--- src/common/rtc_regs.svh ---
// register indices, field positions and reset values of the radio configuration bank
`ifndef RTC_REGS_SVH
`define RTC_REGS_SVH
// register index; byte address is four times the index
`define RTC_IDX_PATTERN_CONTROL  6'h12
`define RTC_IDX_SLICER_THRESHOLD 6'h13
`define RTC_IDX_SIGNAL_STRENGTH  6'h14
`define RTC_IDX_PEAK_TRACKING    6'h15
`define RTC_IDX_PATTERN_FIRST    6'h16
`define RTC_IDX_PATTERN_SECOND   6'h17
`define RTC_IDX_PATTERN_THIRD    6'h18
`define RTC_IDX_PATTERN_FOURTH   6'h19
`define RTC_IDX_TRANSMITTER      6'h1A
// reset values
`define RTC_RST_PATTERN_CONTROL  8'h00
`define RTC_RST_SLICER_THRESHOLD 8'h0C
`define RTC_RST_PEAK_TRACKING    8'h00
`define RTC_RST_PATTERN_BYTE     8'h00
`define RTC_RST_TRANSMITTER      8'h70
// field positions
`define RTC_POS_DECAY       5
`define RTC_POS_UPDATE      2
`define RTC_POS_COEFF       0
`define RTC_POS_RECOG       5
`define RTC_POS_SIZE        3
`define RTC_POS_TOL         1
`define RTC_POS_CUTOFF      4
`define RTC_POS_POWER       1
// write mask of the transmitter register, bit 0 unused
`define RTC_MASK_TRANSMITTER 8'hFE
// sub-ticks per chip period
`define RTC_SUB_PER_CHIP    8'h10
`endif

--- src/common/rtc_pkg.sv ---
// types shared by the radio configuration bank
package rtc_pkg;
   typedef struct packed {
      logic        psel;
      logic        penable;
      logic        pwrite;
      logic [7:0]  paddr;
      logic [31:0] pwdata;
   } rtc_apb_req_type;

   typedef struct packed {
      logic       recog_enable;
      logic [1:0] pattern_size;
      logic [1:0] error_tolerance;
   } rtc_pattern_ctrl_type;

   typedef enum logic [1:0] {
      RTC_TX_IDLE  = 2'b01,
      RTC_TX_SHIFT = 2'b10
   } rtc_tx_state_type;
endpackage

--- src/design/rtc_config_bank.sv ---
// configuration register bank with start-pattern transmit and detect logic
`timescale 1ns/10ps
`include "rtc_regs.svh"

module rtc_config_bank (
   // clock and reset
   input  wire logic                     I_CLK_SYS,
   input  wire logic                     I_RST,
   // apb slave
   input  wire rtc_pkg::rtc_apb_req_type I_APB,
   output logic                          O_PREADY,
   output logic                          O_PSLVERR,
   output logic [31:0]                   O_PRDATA,
   // analogue status in
   input  wire logic [7:0]               I_SIGNAL_STRENGTH,
   // bit timing enables, same clock
   input  wire logic                     I_SUB_TICK,
   input  wire logic                     I_BIT_TICK,
   // pattern transmit
   input  wire logic                     I_PATTERN_START,
   output logic                          O_PATTERN_BUSY,
   output logic                          O_PATTERN_BIT,
   output logic                          O_PATTERN_BIT_VALID,
   // pattern detect
   input  wire logic                     I_RX_BIT,
   input  wire logic                     I_RX_BIT_VALID,
   output logic                          O_PATTERN_MATCH,
   // receiver controls
   output logic [7:0]                    O_SLICER_THRESHOLD,
   output logic [3:0]                    O_PEAK_DECAY_HALF_DB,
   output logic                          O_PEAK_UPDATE,
   output logic [2:0]                    O_AVG_FILTER_SHIFT,
   // transmitter controls
   output logic [3:0]                    O_TX_ANTIALIAS_CUTOFF,
   output logic signed [4:0]             O_TX_POWER_DBM
);
   import rtc_pkg::*;

   // decay code to half-dB units
   function automatic logic [3:0] decay_half_db(input logic [2:0] code);
      logic [3:0] v;
      v = 4'h0;
      if (code[2]) begin
         v = 4'(({2'b00, code[1:0]} + 4'h3) << 1);
      end else begin
         v = 4'({2'b00, code[1:0]} + 4'h1);
      end
      return v;
   endfunction

   // update period in sub-ticks (16 per chip)
   function automatic logic [7:0] update_period(input logic [2:0] code);
      logic [7:0] p;
      p = 8'h00;
      if (code[2]) begin
         p = `RTC_SUB_PER_CHIP >> ({1'b0, code[1:0]} + 3'h1);
      end else begin
         p = `RTC_SUB_PER_CHIP << code[1:0];
      end
      return p;
   endfunction

   function automatic logic [5:0] count_ones(input logic [31:0] v);
      logic [5:0] n;
      n = 6'h00;
      for (int i = 0; i < 32; i++) begin
         n = n + {5'h00, v[i]};
      end
      return n;
   endfunction

   // registers
   logic [7:0]           slicer_threshold;
   logic [7:0]           peak_tracking_config;
   logic [7:0]           pattern_byte [4];
   logic [7:0]           transmitter_config;
   rtc_pattern_ctrl_type pattern_control;
   logic [7:0]           strength_meta;
   logic [7:0]           signal_strength_value;

   // apb decode
   wire       setup_phase = I_APB.psel & ~I_APB.penable;
   wire       access      = I_APB.psel & I_APB.penable;
   wire [5:0] reg_index   = I_APB.paddr[7:2];
   wire       aligned     = (I_APB.paddr[1:0] == 2'b00);
   wire       hit_pctl    = aligned & (reg_index == `RTC_IDX_PATTERN_CONTROL);
   wire       hit_slicer  = aligned & (reg_index == `RTC_IDX_SLICER_THRESHOLD);
   wire       hit_strength = aligned & (reg_index == `RTC_IDX_SIGNAL_STRENGTH);
   wire       hit_peak    = aligned & (reg_index == `RTC_IDX_PEAK_TRACKING);
   wire       hit_pattern = aligned & (reg_index >= `RTC_IDX_PATTERN_FIRST)
                            & (reg_index <= `RTC_IDX_PATTERN_FOURTH);
   wire       hit_tx      = aligned & (reg_index == `RTC_IDX_TRANSMITTER);
   wire       mapped      = hit_pctl | hit_slicer | hit_strength | hit_peak
                            | hit_pattern | hit_tx;
   wire [1:0] pat_sel     = 2'(reg_index - `RTC_IDX_PATTERN_FIRST);
   wire       wr_en       = access & I_APB.pwrite;
   wire [7:0] wbyte       = I_APB.pwdata[7:0];

   logic [7:0] rd_mux;
   always_comb begin
      rd_mux = 8'h00;
      if (hit_pctl) begin
         rd_mux = {2'b00, pattern_control, 1'b0};
      end else if (hit_slicer) begin
         rd_mux = slicer_threshold;
      end else if (hit_strength) begin
         rd_mux = signal_strength_value;
      end else if (hit_peak) begin
         rd_mux = peak_tracking_config;
      end else if (hit_pattern) begin
         rd_mux = pattern_byte[pat_sel];
      end else if (hit_tx) begin
         rd_mux = transmitter_config;
      end
   end

   // zero wait states; unmapped addresses answer with an error
   assign O_PREADY  = 1'b1;
   assign O_PSLVERR = access & ~mapped;

   always_ff @(posedge I_CLK_SYS or posedge I_RST) begin
      if (I_RST) begin
         O_PRDATA <= 32'h0000_0000;
      end else if (setup_phase & ~I_APB.pwrite) begin
         O_PRDATA <= {24'h00_0000, rd_mux};
      end
   end

   always_ff @(posedge I_CLK_SYS or posedge I_RST) begin
      if (I_RST) begin
         slicer_threshold     <= `RTC_RST_SLICER_THRESHOLD;
         peak_tracking_config <= `RTC_RST_PEAK_TRACKING;
         transmitter_config   <= `RTC_RST_TRANSMITTER;
         pattern_control      <= 5'(`RTC_RST_PATTERN_CONTROL >> 1);
         for (int i = 0; i < 4; i++) begin
            pattern_byte[i] <= `RTC_RST_PATTERN_BYTE;
         end
      end else if (wr_en) begin
         if (hit_slicer) begin
            slicer_threshold <= wbyte;
         end
         if (hit_peak) begin
            peak_tracking_config <= wbyte;
         end
         if (hit_pattern) begin
            pattern_byte[pat_sel] <= wbyte;
         end
         if (hit_tx) begin
            transmitter_config <= wbyte & `RTC_MASK_TRANSMITTER;
         end
         if (hit_pctl) begin
            pattern_control <= wbyte[5:1];
         end
      end
   end

   // signal strength arrives from the analogue side, two flops before use
   always_ff @(posedge I_CLK_SYS or posedge I_RST) begin
      if (I_RST) begin
         strength_meta         <= 8'h00;
         signal_strength_value <= 8'h00;
      end else begin
         strength_meta         <= I_SIGNAL_STRENGTH;
         signal_strength_value <= strength_meta;
      end
   end

   // receiver and transmitter decoded controls
   wire [2:0] decay_code  = peak_tracking_config[`RTC_POS_DECAY +: 3];
   wire [2:0] update_code = peak_tracking_config[`RTC_POS_UPDATE +: 3];
   wire [1:0] coeff_code  = peak_tracking_config[`RTC_POS_COEFF +: 2];
   wire [2:0] power_code  = transmitter_config[`RTC_POS_POWER +: 3];

   assign O_SLICER_THRESHOLD    = slicer_threshold;
   assign O_PEAK_DECAY_HALF_DB  = decay_half_db(decay_code);
   assign O_AVG_FILTER_SHIFT    = (coeff_code == 2'b00) ? 3'h5 :
                                  3'(3'h4 - {1'b0, coeff_code});
   assign O_TX_ANTIALIAS_CUTOFF = transmitter_config[`RTC_POS_CUTOFF +: 4];
   assign O_TX_POWER_DBM        = 5'(5'sd13 - 5'($signed({2'b00, power_code}) * 3));

   // peak update pacing on the 16x chip sub-tick
   logic [7:0] update_count;
   wire  [7:0] period     = update_period(update_code);
   wire        update_due = I_SUB_TICK & (update_count >= 8'(period - 8'h01));

   always_ff @(posedge I_CLK_SYS or posedge I_RST) begin
      if (I_RST) begin
         update_count  <= 8'h00;
         O_PEAK_UPDATE <= 1'b0;
      end else begin
         O_PEAK_UPDATE <= update_due;
         if (update_due) begin
            update_count <= 8'h00;
         end else if (I_SUB_TICK) begin
            update_count <= update_count + 8'h01;
         end
      end
   end

   // pattern as one word, first byte most significant
   wire [31:0] pattern_word = {pattern_byte[0], pattern_byte[1],
                               pattern_byte[2], pattern_byte[3]};
   wire [5:0]  pattern_bits = 6'({pattern_control.pattern_size, 3'b000} + 6'h08);

   // transmit serializer
   rtc_tx_state_type tx_state;
   rtc_tx_state_type next_tx_state;
   logic [31:0]      tx_shift;
   logic [5:0]       tx_left;

   always_comb begin
      next_tx_state = tx_state;
      case (tx_state)
         RTC_TX_IDLE: begin
            if (I_PATTERN_START) begin
               next_tx_state = RTC_TX_SHIFT;
            end
         end
         RTC_TX_SHIFT: begin
            if (I_BIT_TICK && tx_left == 6'h01) begin
               next_tx_state = RTC_TX_IDLE;
            end
         end
         default: next_tx_state = RTC_TX_IDLE;
      endcase
   end

   always_ff @(posedge I_CLK_SYS or posedge I_RST) begin
      if (I_RST) begin
         tx_state            <= RTC_TX_IDLE;
         tx_shift            <= 32'h0000_0000;
         tx_left             <= 6'h00;
         O_PATTERN_BIT       <= 1'b0;
         O_PATTERN_BIT_VALID <= 1'b0;
      end else begin
         tx_state            <= next_tx_state;
         O_PATTERN_BIT_VALID <= 1'b0;
         if (tx_state == RTC_TX_IDLE && I_PATTERN_START) begin
            tx_shift <= pattern_word;
            tx_left  <= pattern_bits;
         end else if (tx_state == RTC_TX_SHIFT && I_BIT_TICK) begin
            O_PATTERN_BIT       <= tx_shift[31];
            O_PATTERN_BIT_VALID <= 1'b1;
            tx_shift            <= {tx_shift[30:0], 1'b0};
            tx_left             <= tx_left - 6'h01;
         end
      end
   end

   assign O_PATTERN_BUSY = (tx_state == RTC_TX_SHIFT);

   // receive detection over the last 8..32 bits
   logic [31:0] rx_shift;
   logic [5:0]  rx_seen;
   wire  [4:0]  drop      = 5'({~pattern_control.pattern_size, 3'b000});
   wire  [31:0] expect_w  = pattern_word >> drop;
   wire  [31:0] mask_w    = 32'hFFFF_FFFF >> drop;
   wire  [5:0]  bit_errs  = count_ones((rx_shift ^ expect_w) & mask_w);
   wire         full_seen = (rx_seen >= pattern_bits);
   wire         accept    = pattern_control.recog_enable & full_seen
                            & (bit_errs <= {4'h0, pattern_control.error_tolerance});

   always_ff @(posedge I_CLK_SYS or posedge I_RST) begin
      if (I_RST) begin
         rx_shift        <= 32'h0000_0000;
         rx_seen         <= 6'h00;
         O_PATTERN_MATCH <= 1'b0;
      end else begin
         O_PATTERN_MATCH <= 1'b0;
         if (!pattern_control.recog_enable) begin
            rx_seen <= 6'h00;
         end else if (I_RX_BIT_VALID) begin
            rx_shift <= {rx_shift[30:0], I_RX_BIT};
            if (rx_seen != 6'h20) begin
               rx_seen <= rx_seen + 6'h01;
            end
         end else if (accept) begin
            O_PATTERN_MATCH <= 1'b1;
            rx_seen         <= 6'h00;
         end
      end
   end
endmodule // rtc_config_bank

--- config.mk ---
export PLATFORM = sky130hd
export DESIGN_NAME = rtc_config_bank
export DESIGN_NICKNAME = d
export VERILOG_FILES = /design/src/common/rtc_pkg.sv /design/src/design/rtc_config_bank.sv
export VERILOG_INCLUDE_DIRS = /design/src /design/src/common
export SDC_FILE = /design/constraint.sdc
export NUM_CORES = 1
export LEC_CHECK = 0
export BUFFER_PORTS_ARGS = -buffer_cell sky130_fd_sc_hd__buf_2
export CAP_MARGIN = 20
export CORE_AREA = 4 4 135 137
export CTS_CLUSTER_DIAMETER = 150
export DETAILED_ROUTE_END_ITERATION = 8
export DIE_AREA = 0 0 139 141
export GPL_TIMING_DRIVEN = 0
export PLACE_DENSITY = 0.82
export SETUP_SLACK_MARGIN = 0.05
export SYNTH_ARGS = -nofsm -noshare
export SYNTH_HDL_FRONTEND = slang
export SYNTH_SLANG_ARGS = --single-unit
--- constraint.sdc ---
create_clock -name I_CLK_SYS -period 7.3 [get_ports I_CLK_SYS]
set_input_delay 0.73 -clock I_CLK_SYS [delete_from_list [all_inputs] [get_ports I_CLK_SYS]]
set_output_delay 0.73 -clock I_CLK_SYS [all_outputs]
set_load 0.02 [all_outputs]
==> results.md <==
- CTS tree: built
- FF+latch count, synth: 174
- DRT iter0 DRCs: 634
- Mapped Cells: 956
- Status: complete, no violations
- Critical path class: reg2reg
- Total power per unit cell area: 239 mW/mm^2
- Vias in the first global route: 7358
- Synth area leaders: dfrtp_1, mux2_2, fa_1, nand2_1, ha_1
- First-pass GRT wire length: 39.6 mm
- I/O Pins: 121
- Crit start category: flip-flop
- Average wire per cell in the routed design: 18.7 um
- Arr. time, crit path: 7.26 ns
- WHS: 0.267 ns
- CTS sink count: 174
- Final period util: 95.0%
- Antenna cells: 0
- Mapped Area: 0.00989 sq mm
- Htree depth: 4
- Post-place setup slack: -0.0263 ns
- Fin. Hold Viols: 0
- RSZ-0062 raised after global routing: no
- Static Leak: 5.63 nW
- Antenna violations before repair: 0
- Setup Skew: 0.00814 ns
- Top FF cell, synth: dfrtp_1
- 1st-pass router iterations: 6
- Worst Hold Class: in2async
- Worst Slack Setup Final: 0.367 ns
- CP required: 7.62 ns
- Max-slew violations: 0
- Die ar.: 0.0196 sq mm
- Syn_area_per_cell: 10.3 sq um
- Synth Area in Adders: 9.49%
- Max Clock Freq: 144 MHz
- Largest net degree at the start of global routing: 129
- Synth Area in Compound Gates: 10.7%
- DP Wirelength: 17.9 mm
- Die H: 141 um
- Setup tns final: 0 ns
- ANT nets after route: 0
- Fin util: 65.9%
- Initial Utilization: 58.0%
- Rel. slew slack: 36.4%
- Register area share after synthesis: 44.1%
- Peak VDD IR: 0.182 mV
- IO Port Bufs: 69
- Largest family of logic cells by synthesized area: multiplexers
- Max Cap Viol: 0
- Top-count cell post-synth: dfrtp_1
- Vias per cell: 5.72
- Post-synth EDFFs: 0
- Synth Warn #: 0
- CTS Buf Count: 17
- Yosys top cell by area: dfrtp_1
- CTS root buf: clkbuf_16
- Layout Nets: 1187
- Tmin final: 6.93 ns
- Total number of vias: 7470
- Top post-synthesis cells by count: dfrtp_1, nand2_1, mux2_2, nor2_1, inv_1
- Total GRT Usage: 25.5%
- Core area: 0.0171 sq mm
- Num rows: 48
- Simple-Gate Fraction of Synth Area: 12.2%
- GRT overflow: 0
- Post-synthesis mux area share: 13.7%
- Unique masters post-synth: 63
- Post-synthesis xor/xnor area fraction: 3.28%
- Area grow syn2layout: 13.7%
- Gpl congestion: 0.963
- Clock slew at reported path FFs: 0.07 ns
- Share of layout cells above drive strength 1: 23.3%
- Residual DRC count: 0
- Synth async-reset ratio: 100%
- Endpoints failing setup: 0
- Worst skew pair latency: 0.43 ns
- Slew @ Worst Pin: 0.945 ns
- Die X-Extent: 139 um
- Filler cell count in the final layout: 1331
- CP max FO: 10
- Critical path capture point type: flip-flop
- CTS max path bufs: 2
- Final wirelength: 24.4 mm
- Share of the synthesized area in the top cell type: 42.5%
routing by layer:
layer  part of all wire, %  GRT usage (%)  vias up
met2                    48           42.2      313
met3                   6.6           4.48       52
met5                     0              0        -
met1                    43           34.7     3643
met4                   2.7           8.24        0
li1                      -              -     3462
layout by cell type, fill, tap and decap left out, types with 7 or more instances in the layout:
cell type and instances:
nor3_1 9, mux4_2 8, mux2_2 79, nand3_1 11, dfrtp_1 168, a21o_1 7, conb_1 26, clkbuf_16 17
buf_1 8, ha_1 35, inv_1 56, mux2_4 8, nor2b_1 14, a31oi_1 31, nand2_1 121, nor2_1 72
a211oi_1 15, mux2i_1 15, a21oi_1 41, o21ai_0 43, fa_1 25, buf_4 29, buf_2 72, a22oi_1 7
xnor2_1 20, clkbuf_1 28, xor2_1 17
registers in the layout (all words and copies together), names as in the netlist, 2 cells and up:
register / cells
pattern_byte: 32
rx_shift: 32
tx_shift: 32
O_PRDATA: 8
O_SLICER_THRESHOLD: 8
peak_tracking_config: 8
signal_strength_value: 8
strength_meta: 8
update_count: 8
transmitter_config: 7
rx_seen: 6
tx_left: 6
pattern_control: 5
tx_state: 2
repair_timing:
item	in CTS	in global routing
resized for setup	1	14
hold buffers	0	0
buffers inserted	0	0
endpoints found under the setup margin	1	6
logic make-up (layout without fill, tap and decap cells):
family                     Yosys count  after routing
adders and majority gates           60             60
DFF                                174            174
muxes                              112            112
and+or+nand+nor                    264            264
xor gates and xnor gates            37             37
AOI/OAI and AO/OA                  172            172
other                                2             26
buffers and inverters              135            237
worst paths after layout:
check | start | endpoint | slack (ns) | cells after the start
min | I_RST | tx_left[1]$_DFFE_PP0P_ | 0.27 | 2
min in group I_CLK_SYS | strength_meta[6]$_DFF_PP0_ | signal_strength_value[6]$_DFF_PP0_ | 0.35 | 0
max reg2reg | pattern_control[2]$_DFFE_PP0P_ | rx_seen[0]$_DFFE_PP0P_ | 0.37 | 22
min reg2reg | strength_meta[6]$_DFF_PP0_ | signal_strength_value[6]$_DFF_PP0_ | 0.35 | 0
max | pattern_control[2]$_DFFE_PP0P_ | rx_seen[0]$_DFFE_PP0P_ | 0.37 | 22
max in group asynchronous | I_RST | rx_seen[3]$_DFFE_PP0P_ | 6.11 | 3
critical path, stage by stage (launching register included):
cell       delay, ns
dfrtp_1         0.42
clkbuf_2        0.25
clkbuf_4        0.29
mux2i_2         0.30
a21oi_1         0.14
xnor2_1         0.22
fa_1            0.49
fa_1            0.54
fa_1            0.56
inv_1           0.06
fa_1            0.50
fa_1            0.52
fa_1            0.56
ha_1            0.17
inv_1           0.06
fa_1            0.48
inv_1           0.04
ha_1            0.27
nor2b_1         0.13
o21ai_0         0.13
o2111ai_1       0.28
and3_1          0.27
o21a_1          0.16
power breakdown:
| part | switching (mW) | internal, mW | total (mW) |
|---|---|---|---|
| clock network | 0.427 | 0.465 | 0.892 |
| registers | 0.0921 | 1.10 | 1.19 |
| logic | 0.372 | 0.234 | 0.606 |
| total | 0.891 | 1.80 | 2.69 |
stage by stage:
stage                     area [sq um]  std cells  power, mW
after floorplan                   9980        980       1.64
after global placement           10600       1274       1.77
after detailed placement         10600       1275       1.81
after CTS                        11200       1307       2.71
after global routing             11200       1307       2.85
final                            11200       1307       2.69
final cells by class:
| type | count | area [sq um] | area share [%] |
|---|---|---|---|
| buffer | 76 | 423 | 3.76 |
| clock buffer | 18 | 439 | 3.91 |
| clock inverter | 14 | 141 | 1.26 |
| inverter | 59 | 229 | 2.04 |
| multi-input combinational | 671 | 5000 | 44.4 |
| sequential | 174 | 4360 | 38.8 |
| tap | 225 | 282 | 2.50 |
| timing repair buffer | 70 | 373 | 3.32 |
No activity file was read; power rests on OpenSTA's default activity.
